[src/core/bbsc_map.svh]
// Purpose: offsets, field positions, reset values and counts of the
//          system control coprocessor register file
// Assumes: register byte address is four times the register number
// Notes:   definitions only
`ifndef BBSC_MAP_SVH
`define BBSC_MAP_SVH

// ------
// register numbers
// ------
`define BBSC_IDX_INSTR_SPACE_BASE 5'h00
`define BBSC_IDX_ILIMIT 5'h01
`define BBSC_IDX_DATA_SPACE_BASE 5'h02
`define BBSC_IDX_DLIMIT 5'h03
`define BBSC_IDX_FVADDR 5'h08
`define BBSC_IDX_COUNT 5'h09
`define BBSC_IDX_MATCH 5'h0b
`define BBSC_IDX_STATE 5'h0c
`define BBSC_IDX_REASON 5'h0d
`define BBSC_IDX_EPC 5'h0e
`define BBSC_IDX_IDENT 5'h0f
`define BBSC_IDX_SYSATTR 5'h10
`define BBSC_IDX_CPOLICY 5'h11
`define BBSC_IDX_FWATCH 5'h12
`define BBSC_IDX_DATA_BREAKPOINT_ADDR 5'h13
`define BBSC_IDX_CCHECK 5'h1a
`define BBSC_IDX_CERR 5'h1b
`define BBSC_IDX_CTAG 5'h1c
`define BBSC_IDX_CFEPC 5'h1e

// ------
// processor_state fields
// ------
`define BBSC_ST_IE 0
`define BBSC_ST_EXL 1
`define BBSC_ST_ERL 2
`define BBSC_ST_USER 4
`define BBSC_ST_IM_TIMER 15
`define BBSC_ST_IVEC 24
`define BBSC_ST_CU0 28
`define BBSC_ST_CU1 29
`define BBSC_STATE_RST 32'h0000_0004

// ------
// exception_reason fields
// ------
`define BBSC_RS_CODE_LO 2
`define BBSC_RS_SOFT_LO 8
`define BBSC_RS_TIMER 15
`define BBSC_RS_SOFT_MASK 32'h0000_0300

// ------
// watch register fields, cache policy, vectors, counts
// ------
`define BBSC_WATCH_EN 0
`define BBSC_CPOL_UNCACHED 4'h2
`define BBSC_CPOL_RST 32'h3333_3333
`define BBSC_VEC_GENERAL 32'h8000_0180
`define BBSC_VEC_INTR 32'h8000_0200
`define BBSC_COUNT_DIV 2
`define BBSC_WORD_RST 32'h0000_0000

`endif

[src/core/bbsc_pkg.sv]
// Purpose: shared types of the system control coprocessor
// Assumes: nothing
// Notes:   constants live in bbsc_map.svh
package bbsc_pkg;

  typedef logic [31:0] bbsc_word_t;

  typedef enum logic [4:0] {
    BBSC_EXC_INTR = 5'b0_0000,
    BBSC_EXC_ADDR_LOAD = 5'b0_0100,
    BBSC_EXC_ADDR_STORE = 5'b0_0101,
    BBSC_EXC_WATCH = 5'b1_0111
  } bbsc_exc_t;

  typedef enum logic [1:0] {
    BBSC_RESP_OKAY = 2'b00,
    BBSC_RESP_SLVERR = 2'b10
  } bbsc_resp_t;

endpackage : bbsc_pkg

[src/core/bbsc_addr_xlate.sv]
// Purpose: one address translation port (fetch or data side)
// Assumes: request inputs come from logic on clk
// Notes:   results registered, one cycle after the request
`include "bbsc_map.svh"
module bbsc_addr_xlate (
  input wire logic clk,
  input wire logic reset_n,
  input wire logic reqValid,
  input wire bbsc_pkg::bbsc_word_t vaddr,
  input wire logic userMode,
  input wire bbsc_pkg::bbsc_word_t spaceBase,
  input wire bbsc_pkg::bbsc_word_t spaceLimit,
  input wire bbsc_pkg::bbsc_word_t regionPolicy,
  input wire bbsc_pkg::bbsc_word_t watchAddr,
  output logic outValid,
  output bbsc_pkg::bbsc_word_t outVaddr,
  output bbsc_pkg::bbsc_word_t outPaddr,
  output logic outCached,
  output logic [3:0] outPolicy,
  output logic outFault,
  output logic outWatchHit
);

  // ------
  // combinational translation
  // ------
  logic [2:0] region;
  logic [3:0] policy;
  logic inBounds;
  logic nxt_fault;
  logic nxt_cached;
  bbsc_pkg::bbsc_word_t nxt_paddr;

  assign region = vaddr[31:29];
  assign policy = 4'(regionPolicy >> {region, 2'b00});
  // bound is inclusive: limit holds the highest legal address
  assign inBounds = (vaddr <= spaceLimit);

  always_comb begin
    nxt_fault = 1'b0;
    nxt_cached = (policy != `BBSC_CPOL_UNCACHED);
    nxt_paddr = vaddr;
    if (userMode) begin
      // user may only touch the lower 2GB
      if (vaddr[31] || !inBounds) begin
        nxt_fault = 1'b1;
      end else begin
        nxt_paddr = vaddr + spaceBase;
      end
    end else begin
      case (region)
        3'b100: begin
          nxt_paddr = {3'b000, vaddr[28:0]};
          nxt_cached = 1'b1;
        end
        3'b101: begin
          nxt_paddr = {3'b000, vaddr[28:0]};
          nxt_cached = 1'b0;
        end
        default: begin
          nxt_paddr = vaddr;
        end
      endcase
    end
  end

  // ------
  // result registers
  // ------
  always_ff @(posedge clk) begin
    if (!reset_n) begin
      outValid <= 1'b0;
      outVaddr <= `BBSC_WORD_RST;
      outPaddr <= `BBSC_WORD_RST;
      outCached <= 1'b0;
      outPolicy <= 4'h0;
      outFault <= 1'b0;
      outWatchHit <= 1'b0;
    end else begin
      outValid <= reqValid;
      outFault <= reqValid && nxt_fault;
      outWatchHit <= reqValid && watchAddr[`BBSC_WATCH_EN]
                     && (vaddr[31:2] == watchAddr[31:2]);
      if (reqValid) begin
        outVaddr <= vaddr;
        outPaddr <= nxt_fault ? `BBSC_WORD_RST : nxt_paddr;
        outCached <= nxt_cached;
        outPolicy <= policy;
      end
    end
  end

endmodule : bbsc_addr_xlate

[src/core/bbsc_system_control.sv]
// Purpose: system control coprocessor: modes, base-bounds translation,
//          cycle timer, watch points, exception state registers
// Assumes: pipeline signals are on clk; registers reached over AXI4-Lite
// Notes:   byte address of a register is four times its number
//
// What this block does
// cycle counter advances once every two clock cycles.
// timer interrupt raised when counter reaches the match value.
// kernel mode entered on reset and on every exception.
// kernel reaches all addresses and registers, chooses float access.
// user confined to user region, may be barred from control registers.
// 4GB split; user access to kernel-only regions refused.
// user address compared to instruction or data limit.
// in-limit user address gets matching base added.
// out-of-limit user address signals an address exception.
// kernel addresses skip base-bounds, get fixed translation.
// lower 2GB is the mapped user region.
// 0.5GB at 0x80000000 unmapped and cacheable.
// 0.5GB at 0xA0000000 unmapped and uncached.
// 1GB at 0xC0000000 kernel-only and unmapped.
// enabled watch address hit on fetch or data raises exception.
// kernel may enable a separate interrupt vector.
// address exception captures offending virtual address.
// cache-error restart address kept in its own return register.
// cache policy register holds one attribute per 512MB region.
// numbers 4-7, 10, 20-25, 29, 31 are unimplemented.
// both half-gigabyte windows alias lowest 512MB physical.
// unimplemented numbers read zero and ignore writes.
`include "bbsc_map.svh"
module bbsc_system_control #(
  parameter int ADDR_W = 8,
  parameter bbsc_pkg::bbsc_word_t IDENT_VALUE = 32'h0000_0a5a // arbitrary
) (
  input wire logic clk,
  input wire logic reset_n,
  input wire logic [ADDR_W-1:0] s_axi_awaddr,
  input wire logic s_axi_awvalid,
  output logic s_axi_awready,
  input wire bbsc_pkg::bbsc_word_t s_axi_wdata,
  input wire logic [3:0] s_axi_wstrb,
  input wire logic s_axi_wvalid,
  output logic s_axi_wready,
  output logic [1:0] s_axi_bresp,
  output logic s_axi_bvalid,
  input wire logic s_axi_bready,
  input wire logic [ADDR_W-1:0] s_axi_araddr,
  input wire logic s_axi_arvalid,
  output logic s_axi_arready,
  output bbsc_pkg::bbsc_word_t s_axi_rdata,
  output logic [1:0] s_axi_rresp,
  output logic s_axi_rvalid,
  input wire logic s_axi_rready,
  input wire logic fetchValid,
  input wire bbsc_pkg::bbsc_word_t fetchVaddr,
  output logic fetchDone,
  output bbsc_pkg::bbsc_word_t fetchPaddr,
  output logic fetchCached,
  output logic fetchFault,
  output logic fetchWatchHit,
  input wire logic dataValid,
  input wire bbsc_pkg::bbsc_word_t dataVaddr,
  output logic dataDone,
  output bbsc_pkg::bbsc_word_t dataPaddr,
  output logic dataCached,
  output logic [3:0] dataPolicy,
  output logic dataFault,
  output logic dataWatchHit,
  input wire logic excValid,
  input wire logic [4:0] excCode,
  input wire bbsc_pkg::bbsc_word_t excPc,
  input wire logic excCacheErr,
  input wire bbsc_pkg::bbsc_word_t excCacheInfo,
  input wire logic excReturn,
  output bbsc_pkg::bbsc_word_t excVector,
  output logic kernelMode,
  output logic floatEnable,
  output logic timerIrq,
  output logic irqRequest
);
  if (ADDR_W < 7) begin : g_addr_check
    $error("ADDR_W too small for the register map");
  end
  // ------
  // registers
  // ------
  bbsc_pkg::bbsc_word_t instr_space_base_ff, iLimit_ff, data_space_base_ff, dLimit_ff;
  bbsc_pkg::bbsc_word_t faultVaddr_ff, count_ff, match_ff;
  bbsc_pkg::bbsc_word_t state_ff, reasonSoft_ff, epc_ff, sysAttr_ff;
  bbsc_pkg::bbsc_word_t cPolicy_ff, fWatch_ff, data_breakpoint_addr_ff, cCheck_ff;
  bbsc_pkg::bbsc_word_t cErr_ff, cTag_ff, cfEpc_ff, wData_ff;
  logic [4:0] excCode_ff;
  logic timerPend_ff, tickPhase_ff, awHeld_ff, wHeld_ff;
  logic [ADDR_W-1:0] awAddr_ff;
  logic [3:0] wStrb_ff;
  function automatic bbsc_pkg::bbsc_word_t mergeBytes(
    input bbsc_pkg::bbsc_word_t old,
    input bbsc_pkg::bbsc_word_t data,
    input logic [3:0] strb);
    bbsc_pkg::bbsc_word_t res;
    res = old;
    for (int i = 0; i < 4; i++) begin
      if (strb[i]) res[i*8 +: 8] = data[i*8 +: 8];
    end
    return res;
  endfunction : mergeBytes
  function automatic logic inMap(input logic [ADDR_W-1:0] addr);
    return (addr >> 7) == '0;
  endfunction : inMap
  // ------
  // mode decode
  // ------
  logic userMode, regAccessOk;
  assign kernelMode = !state_ff[`BBSC_ST_USER] || state_ff[`BBSC_ST_EXL]
                      || state_ff[`BBSC_ST_ERL];
  assign userMode = !kernelMode;
  // user mode reaches the registers only when kernel granted it
  assign regAccessOk = kernelMode || state_ff[`BBSC_ST_CU0];
  assign floatEnable = state_ff[`BBSC_ST_CU1];
  assign timerIrq = timerPend_ff;
  assign irqRequest = timerPend_ff && state_ff[`BBSC_ST_IM_TIMER]
                      && state_ff[`BBSC_ST_IE] && !state_ff[`BBSC_ST_EXL]
                      && !state_ff[`BBSC_ST_ERL];
  // ------
  // AXI4-Lite write channel
  // ------
  logic wrFire, wrOk, regWr;
  logic [4:0] wrIdx;
  assign s_axi_awready = !awHeld_ff && !s_axi_bvalid;
  assign s_axi_wready = !wHeld_ff && !s_axi_bvalid;
  assign wrFire = awHeld_ff && wHeld_ff && !s_axi_bvalid;
  assign wrIdx = awAddr_ff[6:2];
  assign wrOk = inMap(awAddr_ff) && regAccessOk;
  assign regWr = wrFire && wrOk;

  always_ff @(posedge clk) begin
    if (!reset_n) begin
      awHeld_ff <= 1'b0;
      wHeld_ff <= 1'b0;
      awAddr_ff <= '0;
      wData_ff <= `BBSC_WORD_RST;
      wStrb_ff <= 4'h0;
      s_axi_bvalid <= 1'b0;
      s_axi_bresp <= bbsc_pkg::BBSC_RESP_OKAY;
    end else begin
      if (s_axi_awvalid && s_axi_awready) begin
        awHeld_ff <= 1'b1;
        awAddr_ff <= s_axi_awaddr;
      end
      if (s_axi_wvalid && s_axi_wready) begin
        wHeld_ff <= 1'b1;
        wData_ff <= s_axi_wdata;
        wStrb_ff <= s_axi_wstrb;
      end
      if (wrFire) begin
        awHeld_ff <= 1'b0;
        wHeld_ff <= 1'b0;
        s_axi_bvalid <= 1'b1;
        s_axi_bresp <= wrOk ? bbsc_pkg::BBSC_RESP_OKAY
                            : bbsc_pkg::BBSC_RESP_SLVERR;
      end else if (s_axi_bvalid && s_axi_bready) begin
        s_axi_bvalid <= 1'b0;
      end
    end
  end
  function automatic logic hit(input logic [4:0] idx);
    return regWr && (wrIdx == idx);
  endfunction : hit
  function automatic bbsc_pkg::bbsc_word_t upd(
    input bbsc_pkg::bbsc_word_t old);
    return mergeBytes(old, wData_ff, wStrb_ff);
  endfunction : upd
  // ------
  // plain software registers
  // ------
  // unlisted numbers have no storage, so writes fall away
  always_ff @(posedge clk) begin
    if (!reset_n) begin
      instr_space_base_ff <= `BBSC_WORD_RST;
      iLimit_ff <= `BBSC_WORD_RST;
      data_space_base_ff <= `BBSC_WORD_RST;
      dLimit_ff <= `BBSC_WORD_RST;
      sysAttr_ff <= `BBSC_WORD_RST;
      cPolicy_ff <= `BBSC_CPOL_RST;
      fWatch_ff <= `BBSC_WORD_RST;
      data_breakpoint_addr_ff <= `BBSC_WORD_RST;
      cCheck_ff <= `BBSC_WORD_RST;
      cTag_ff <= `BBSC_WORD_RST;
    end else begin
      if (hit(`BBSC_IDX_INSTR_SPACE_BASE)) instr_space_base_ff <= upd(instr_space_base_ff);
      if (hit(`BBSC_IDX_ILIMIT)) iLimit_ff <= upd(iLimit_ff);
      if (hit(`BBSC_IDX_DATA_SPACE_BASE)) data_space_base_ff <= upd(data_space_base_ff);
      if (hit(`BBSC_IDX_DLIMIT)) dLimit_ff <= upd(dLimit_ff);
      if (hit(`BBSC_IDX_SYSATTR)) sysAttr_ff <= upd(sysAttr_ff);
      if (hit(`BBSC_IDX_CPOLICY)) cPolicy_ff <= upd(cPolicy_ff);
      if (hit(`BBSC_IDX_FWATCH)) fWatch_ff <= upd(fWatch_ff);
      if (hit(`BBSC_IDX_DATA_BREAKPOINT_ADDR)) data_breakpoint_addr_ff <= upd(data_breakpoint_addr_ff);
      if (hit(`BBSC_IDX_CCHECK)) cCheck_ff <= upd(cCheck_ff);
      if (hit(`BBSC_IDX_CTAG)) cTag_ff <= upd(cTag_ff);
    end
  end
  // ------
  // cycle counter and timer match
  // ------
  logic countTick;
  bbsc_pkg::bbsc_word_t nxt_count;
  assign countTick = tickPhase_ff;
  assign nxt_count = count_ff + 32'h0000_0001;
  always_ff @(posedge clk) begin
    if (!reset_n) begin
      tickPhase_ff <= 1'b0;
      count_ff <= `BBSC_WORD_RST;
    end else begin
      tickPhase_ff <= !tickPhase_ff;
      if (hit(`BBSC_IDX_COUNT)) begin
        count_ff <= upd(count_ff);
      end else if (countTick) begin
        count_ff <= nxt_count;
      end
    end
  end
  always_ff @(posedge clk) begin
    if (!reset_n) begin
      match_ff <= `BBSC_WORD_RST;
      timerPend_ff <= 1'b0;
    end else begin
      if (hit(`BBSC_IDX_MATCH)) begin
        match_ff <= upd(match_ff);
      end
      // a fresh match beats the clear done by rewriting the match value
      if (countTick && !hit(`BBSC_IDX_COUNT) && nxt_count == match_ff) begin
        timerPend_ff <= 1'b1;
      end else if (hit(`BBSC_IDX_MATCH)) begin
        timerPend_ff <= 1'b0;
      end
    end
  end
  // ------
  // translation ports
  // ------
  bbsc_pkg::bbsc_word_t fetchVaddrOut, dataVaddrOut;
  bbsc_addr_xlate u_fetch_xlate (
    .clk(clk), .reset_n(reset_n), .reqValid(fetchValid), .vaddr(fetchVaddr),
    .userMode(userMode), .spaceBase(instr_space_base_ff), .spaceLimit(iLimit_ff),
    .regionPolicy(cPolicy_ff), .watchAddr(fWatch_ff), .outValid(fetchDone),
    .outVaddr(fetchVaddrOut), .outPaddr(fetchPaddr), .outCached(fetchCached),
    .outPolicy(), .outFault(fetchFault), .outWatchHit(fetchWatchHit)
  );
  bbsc_addr_xlate u_data_xlate (
    .clk(clk), .reset_n(reset_n), .reqValid(dataValid), .vaddr(dataVaddr),
    .userMode(userMode), .spaceBase(data_space_base_ff), .spaceLimit(dLimit_ff),
    .regionPolicy(cPolicy_ff), .watchAddr(data_breakpoint_addr_ff), .outValid(dataDone),
    .outVaddr(dataVaddrOut), .outPaddr(dataPaddr), .outCached(dataCached),
    .outPolicy(dataPolicy), .outFault(dataFault), .outWatchHit(dataWatchHit)
  );
  // data fault wins when both sides fault in one cycle
  always_ff @(posedge clk) begin
    if (!reset_n) begin
      faultVaddr_ff <= `BBSC_WORD_RST;
    end else if (dataFault) begin
      faultVaddr_ff <= dataVaddrOut;
    end else if (fetchFault) begin
      faultVaddr_ff <= fetchVaddrOut;
    end
  end
  // ------
  // mode, exception state and return addresses
  // ------
  logic excIsIntr;
  assign excIsIntr = (excCode == bbsc_pkg::BBSC_EXC_INTR);
  always_ff @(posedge clk) begin
    if (!reset_n) begin
      state_ff <= `BBSC_STATE_RST;
    end else if (excValid) begin
      if (excCacheErr) begin
        state_ff[`BBSC_ST_ERL] <= 1'b1;
      end else begin
        state_ff[`BBSC_ST_EXL] <= 1'b1;
      end
    end else if (excReturn) begin
      if (state_ff[`BBSC_ST_ERL]) begin
        state_ff[`BBSC_ST_ERL] <= 1'b0;
      end else begin
        state_ff[`BBSC_ST_EXL] <= 1'b0;
      end
    end else if (hit(`BBSC_IDX_STATE)) begin
      state_ff <= upd(state_ff);
    end
  end
  always_ff @(posedge clk) begin
    if (!reset_n) begin
      epc_ff <= `BBSC_WORD_RST;
      cfEpc_ff <= `BBSC_WORD_RST;
      cErr_ff <= `BBSC_WORD_RST;
      excCode_ff <= 5'h00;
    end else if (excValid) begin
      if (excCacheErr) begin
        cfEpc_ff <= excPc;
        cErr_ff <= excCacheInfo;
      end else begin
        epc_ff <= excPc;
        excCode_ff <= excCode;
      end
    end else begin
      if (hit(`BBSC_IDX_EPC)) epc_ff <= upd(epc_ff);
      if (hit(`BBSC_IDX_CFEPC)) cfEpc_ff <= upd(cfEpc_ff);
    end
  end
  // only the two software interrupt bits of the reason word are writable
  always_ff @(posedge clk) begin
    if (!reset_n) begin
      reasonSoft_ff <= `BBSC_WORD_RST;
    end else if (hit(`BBSC_IDX_REASON)) begin
      reasonSoft_ff <= upd(reasonSoft_ff) & `BBSC_RS_SOFT_MASK;
    end
  end
  always_ff @(posedge clk) begin
    if (!reset_n) begin
      excVector <= `BBSC_VEC_GENERAL;
    end else if (excValid) begin
      excVector <= (excIsIntr && state_ff[`BBSC_ST_IVEC])
                   ? `BBSC_VEC_INTR : `BBSC_VEC_GENERAL;
    end
  end
  // ------
  // AXI4-Lite read channel
  // ------
  bbsc_pkg::bbsc_word_t rdMux, reasonWord;
  always_comb begin
    reasonWord = reasonSoft_ff;
    reasonWord[`BBSC_RS_CODE_LO +: 5] = excCode_ff;
    reasonWord[`BBSC_RS_TIMER] = timerPend_ff;
  end
  always_comb begin
    case (s_axi_araddr[6:2])
      `BBSC_IDX_INSTR_SPACE_BASE: rdMux = instr_space_base_ff;
      `BBSC_IDX_ILIMIT: rdMux = iLimit_ff;
      `BBSC_IDX_DATA_SPACE_BASE: rdMux = data_space_base_ff;
      `BBSC_IDX_DLIMIT: rdMux = dLimit_ff;
      `BBSC_IDX_FVADDR: rdMux = faultVaddr_ff;
      `BBSC_IDX_COUNT: rdMux = count_ff;
      `BBSC_IDX_MATCH: rdMux = match_ff;
      `BBSC_IDX_STATE: rdMux = state_ff;
      `BBSC_IDX_REASON: rdMux = reasonWord;
      `BBSC_IDX_EPC: rdMux = epc_ff;
      `BBSC_IDX_IDENT: rdMux = IDENT_VALUE;
      `BBSC_IDX_SYSATTR: rdMux = sysAttr_ff;
      `BBSC_IDX_CPOLICY: rdMux = cPolicy_ff;
      `BBSC_IDX_FWATCH: rdMux = fWatch_ff;
      `BBSC_IDX_DATA_BREAKPOINT_ADDR: rdMux = data_breakpoint_addr_ff;
      `BBSC_IDX_CCHECK: rdMux = cCheck_ff;
      `BBSC_IDX_CERR: rdMux = cErr_ff;
      `BBSC_IDX_CTAG: rdMux = cTag_ff;
      `BBSC_IDX_CFEPC: rdMux = cfEpc_ff;
      default: rdMux = `BBSC_WORD_RST;
    endcase
  end
  assign s_axi_arready = !s_axi_rvalid;
  always_ff @(posedge clk) begin
    if (!reset_n) begin
      s_axi_rvalid <= 1'b0;
      s_axi_rdata <= `BBSC_WORD_RST;
      s_axi_rresp <= bbsc_pkg::BBSC_RESP_OKAY;
    end else if (s_axi_arvalid && s_axi_arready) begin
      s_axi_rvalid <= 1'b1;
      if (inMap(s_axi_araddr) && regAccessOk) begin
        s_axi_rdata <= rdMux;
        s_axi_rresp <= bbsc_pkg::BBSC_RESP_OKAY;
      end else begin
        s_axi_rdata <= `BBSC_WORD_RST;
        s_axi_rresp <= bbsc_pkg::BBSC_RESP_SLVERR;
      end
    end else if (s_axi_rvalid && s_axi_rready) begin
      s_axi_rvalid <= 1'b0;
    end
  end

endmodule : bbsc_system_control

[config.mk]
export PLATFORM = sky130hd
export DESIGN_NAME = bbsc_system_control
export DESIGN_NICKNAME = d
export VERILOG_FILES = /design/src/core/bbsc_pkg.sv /design/src/core/bbsc_addr_xlate.sv /design/src/core/bbsc_system_control.sv
export VERILOG_INCLUDE_DIRS = /design/src /design/src/core
export SDC_FILE = /design/constraint.sdc
export NUM_CORES = 2
export LEC_CHECK = 0
export ABC_AREA = 1
export BUFFER_PORTS_ARGS = -buffer_cell sky130_fd_sc_hd__buf_2
export CAP_MARGIN = 20
export CORE_MARGIN = 2
export CORE_UTILIZATION = 32
export DETAILED_ROUTE_END_ITERATION = 8
export GPL_TIMING_DRIVEN = 0
export SYNTH_ARGS = -nofsm -noshare
export SYNTH_HDL_FRONTEND = slang
export SYNTH_HIERARCHICAL = 1
export SYNTH_SLANG_ARGS = --single-unit
[constraint.sdc]
create_clock -name clk -period 3.13 [get_ports clk]
set_clock_uncertainty 0.1 [all_clocks]
set_input_delay 0.626 -clock clk [delete_from_list [all_inputs] [get_ports clk]]
set_output_delay 0.626 -clock clk [all_outputs]
set_load 0.05 [all_outputs]
==> impl_metrics.toml <==
[status]
outcome = "finished, violations left"
violations = "setup timing"

[clock_tree]
clock_sinks = 775
path_clk_slew_ns = 0.06
cts.path.max_buffers = 3
cts_buffers = 89
clock_latency_ns = 0.71
htreeDepth = 3
cts_tree = "done"
cts_root_buffer = "clkbuf_16"
ctsHoldBuffers = 0

[yosys]
yosys_warnings = 6
synthesis.area_mm2 = 0.0404
netlist_instances = 5747
synth_area_per_cell_um2 = 7.03

[routing]
routed-via-count = 46400
drtIter0Drc = 6758
wl_met1_mm = 98.8
wl_met3_mm = 30.9
first_pass_iters = 8
wl_met2_mm = 99.3
highest_layer = "met5"
drc = 0
detail-route-antenna-nets = 0
wl_per_cell_um = 31.5
routed_wl_mm = 250
viasPerCell = 5.83

[die]
ioPinCount = 350
die-area_mm2 = 0.129
die_h_um = 359
start_util_pct = 32.2
dieWidth_um = 359
core_mm2 = 0.125
rows = 130

[finish]
area_growth_pct = 18.6
design_area_mm2 = 0.0479
fin_nets = 6533
drive_gt1_share_pct = 12.1
nFillCells = 13600

[power_and_ir_drop]
p_leak_nw = 19.2
power.density_mw_per_mm2 = 532
power.total_w = 0.0255
max-vdd-ir-drop_v = 0.000430

[setup_path]
path_common_cell = "o21ai_0"
path_depth = 4
crit_chain = "clkinv_1 -> o21ai_0 -> o21ai_0 -> a21oi_1"
worst-r2r-cell-count = 4
critical_path.max_stage_delay_ns = 1.16
cp.required_ns = 3.67
cp_num_buf_inv = 1
crit_arrival_ns = 3.88
path_delay_family = "compound AO/OA/AOI/OAI gates"
criticalPathCategory = "reg -> reg"
worst_path_max_delay_cell = "clkinv_1"
worstSetupStartpointType = "flip-flop"
end_kind = "flip-flop"
cp_max_fo = 10

[flow_run]
cap_viol_max_count = 0

[timing]
hold_viol = 0
finalCritPeriodShare_pct = 107
min_period_ns = 3.34
rsz0062_at_grt = "true"
finalMaxSlewViolations = 0
fin_ws_ns = -0.206
fmax_ghz = 0.300
relSlewSlack_pct = 15.5
tightest_slew_ns = 1.27
setup_viol = 17

[global_routing]
grt_first_pass_wirelength_mm = 334
grt_max_degree = 14
gr-total-overflow = 0
grt_use_total_pct = 37.0
antenna_found_initial = 26
first_global_vias = 41300

[placement]
port_buffers = 311
detailed_place_hpwl_mm = 197
place_congestion = 1.10
place_area_mm2 = 0.0445
place_ws_ns = -0.802

[worst_hold_path]
hold_path_class = "in -> reg"
whs_path_depth = 3
==> path summary, 6_finish.rpt <==
| path | slack, ns | start | end |
|---|---|---|---|
| setup / recovery | -0.21 | wData_ff[7]$_SDFFE_PN0P_ | cfEpc_ff[7]$_SDFFE_PN0P_ |
| hold / removal | 0.08 | excCode[4] | excCode_ff[4]$_SDFFE_PN0P_ |
| setup reg to reg | -0.21 | wData_ff[7]$_SDFFE_PN0P_ | cfEpc_ff[7]$_SDFFE_PN0P_ |
| hold reg to reg | 0.32 | countTick$_SDFF_PN0_ | countTick$_SDFF_PN0_ |
==> per-layer routing <==
layer  track usage [%]  up-vias
met5             0.407        -
met2              52.0     3313
met1              47.7    21900
met4              26.3       22
met3              11.6      788
li1                  -    20300
==> what timing repair did <==
action / 4_1_cts / 5_1_grt
resized for setup: 11 / 22
gates cloned: 0 / 0
pin swaps: 1 / 0
endpoints found under the setup margin: 42 / 140
setup buffers: 2 / 0
==> cell type report <==
class,count,area [um2],share of cell area (%)
Inverter,586,2210,4.61
Timing Repair Buffer,340,1950,4.07
Tap cell,1650,2060,4.31
Sequential cell,775,15500,32.4
Clock inverter,40,619,1.29
Antenna cell,18,45.0,0.0941
Clock buffer,126,2560,5.34
Multi-Input combinational cell,4072,21200,44.4
Buffer,343,1680,3.51
==> power breakdown <==
group          switching [W]  internal (W)
Combinational        0.00253      0.000734
Clock                0.00486       0.00675
Sequential          0.000438        0.0102
==> worst register-to-register path: cells and delay by family, from the launching register on <==
kind,cells,cell delay (ns)
DFF,1,0.82
AOI/OAI and AO/OA,3,1.19
buffers and inverters,1,1.17
==> through the flow <==
stage / hold WS [ns] / util, % / instances / TNS, ns
global route: 0.0900 / 38.1 / 7935 / -0.00771
detailed placement: 0.307 / 35.5 / 7761 / -79.99
finish: 0.0795 / 38.2 / 7950 / -1.34
CTS: 0.0587 / 38.0 / 7929 / 0
global placement: 0.303 / 35.2 / 7737 / -102.34
floorplan: 0.293 / - / 5776 / 0
==> cell usage in the layout (no fill, tap or decap), types with 13 or more instances in the layout <==
cell type and count:
a211oi_1 27, a21oi_1 807, a221oi_1 35, a31oi_1 17, buf_2 366, buf_4 53, buf_6 22, clkbuf_1 221
clkbuf_16 90, clkbuf_2 18, clkbuf_8 17, clkinv_2 16, conb_1 31, dfxtp_1 775, diode_2 18, ha_1 127
inv_1 558, inv_2 16, nand2_1 986, nand2_2 13, nand3_1 205, nand4_1 46, nor2_1 463, nor2_2 15
nor2_4 27, nor3_1 38, nor4_1 13, o2111ai_1 13, o211ai_1 54, o21ai_0 879, o22ai_1 40, or2_2 16
xnor2_1 55, xor2_1 37
No activity file was read; power rests on OpenSTA's default activity.
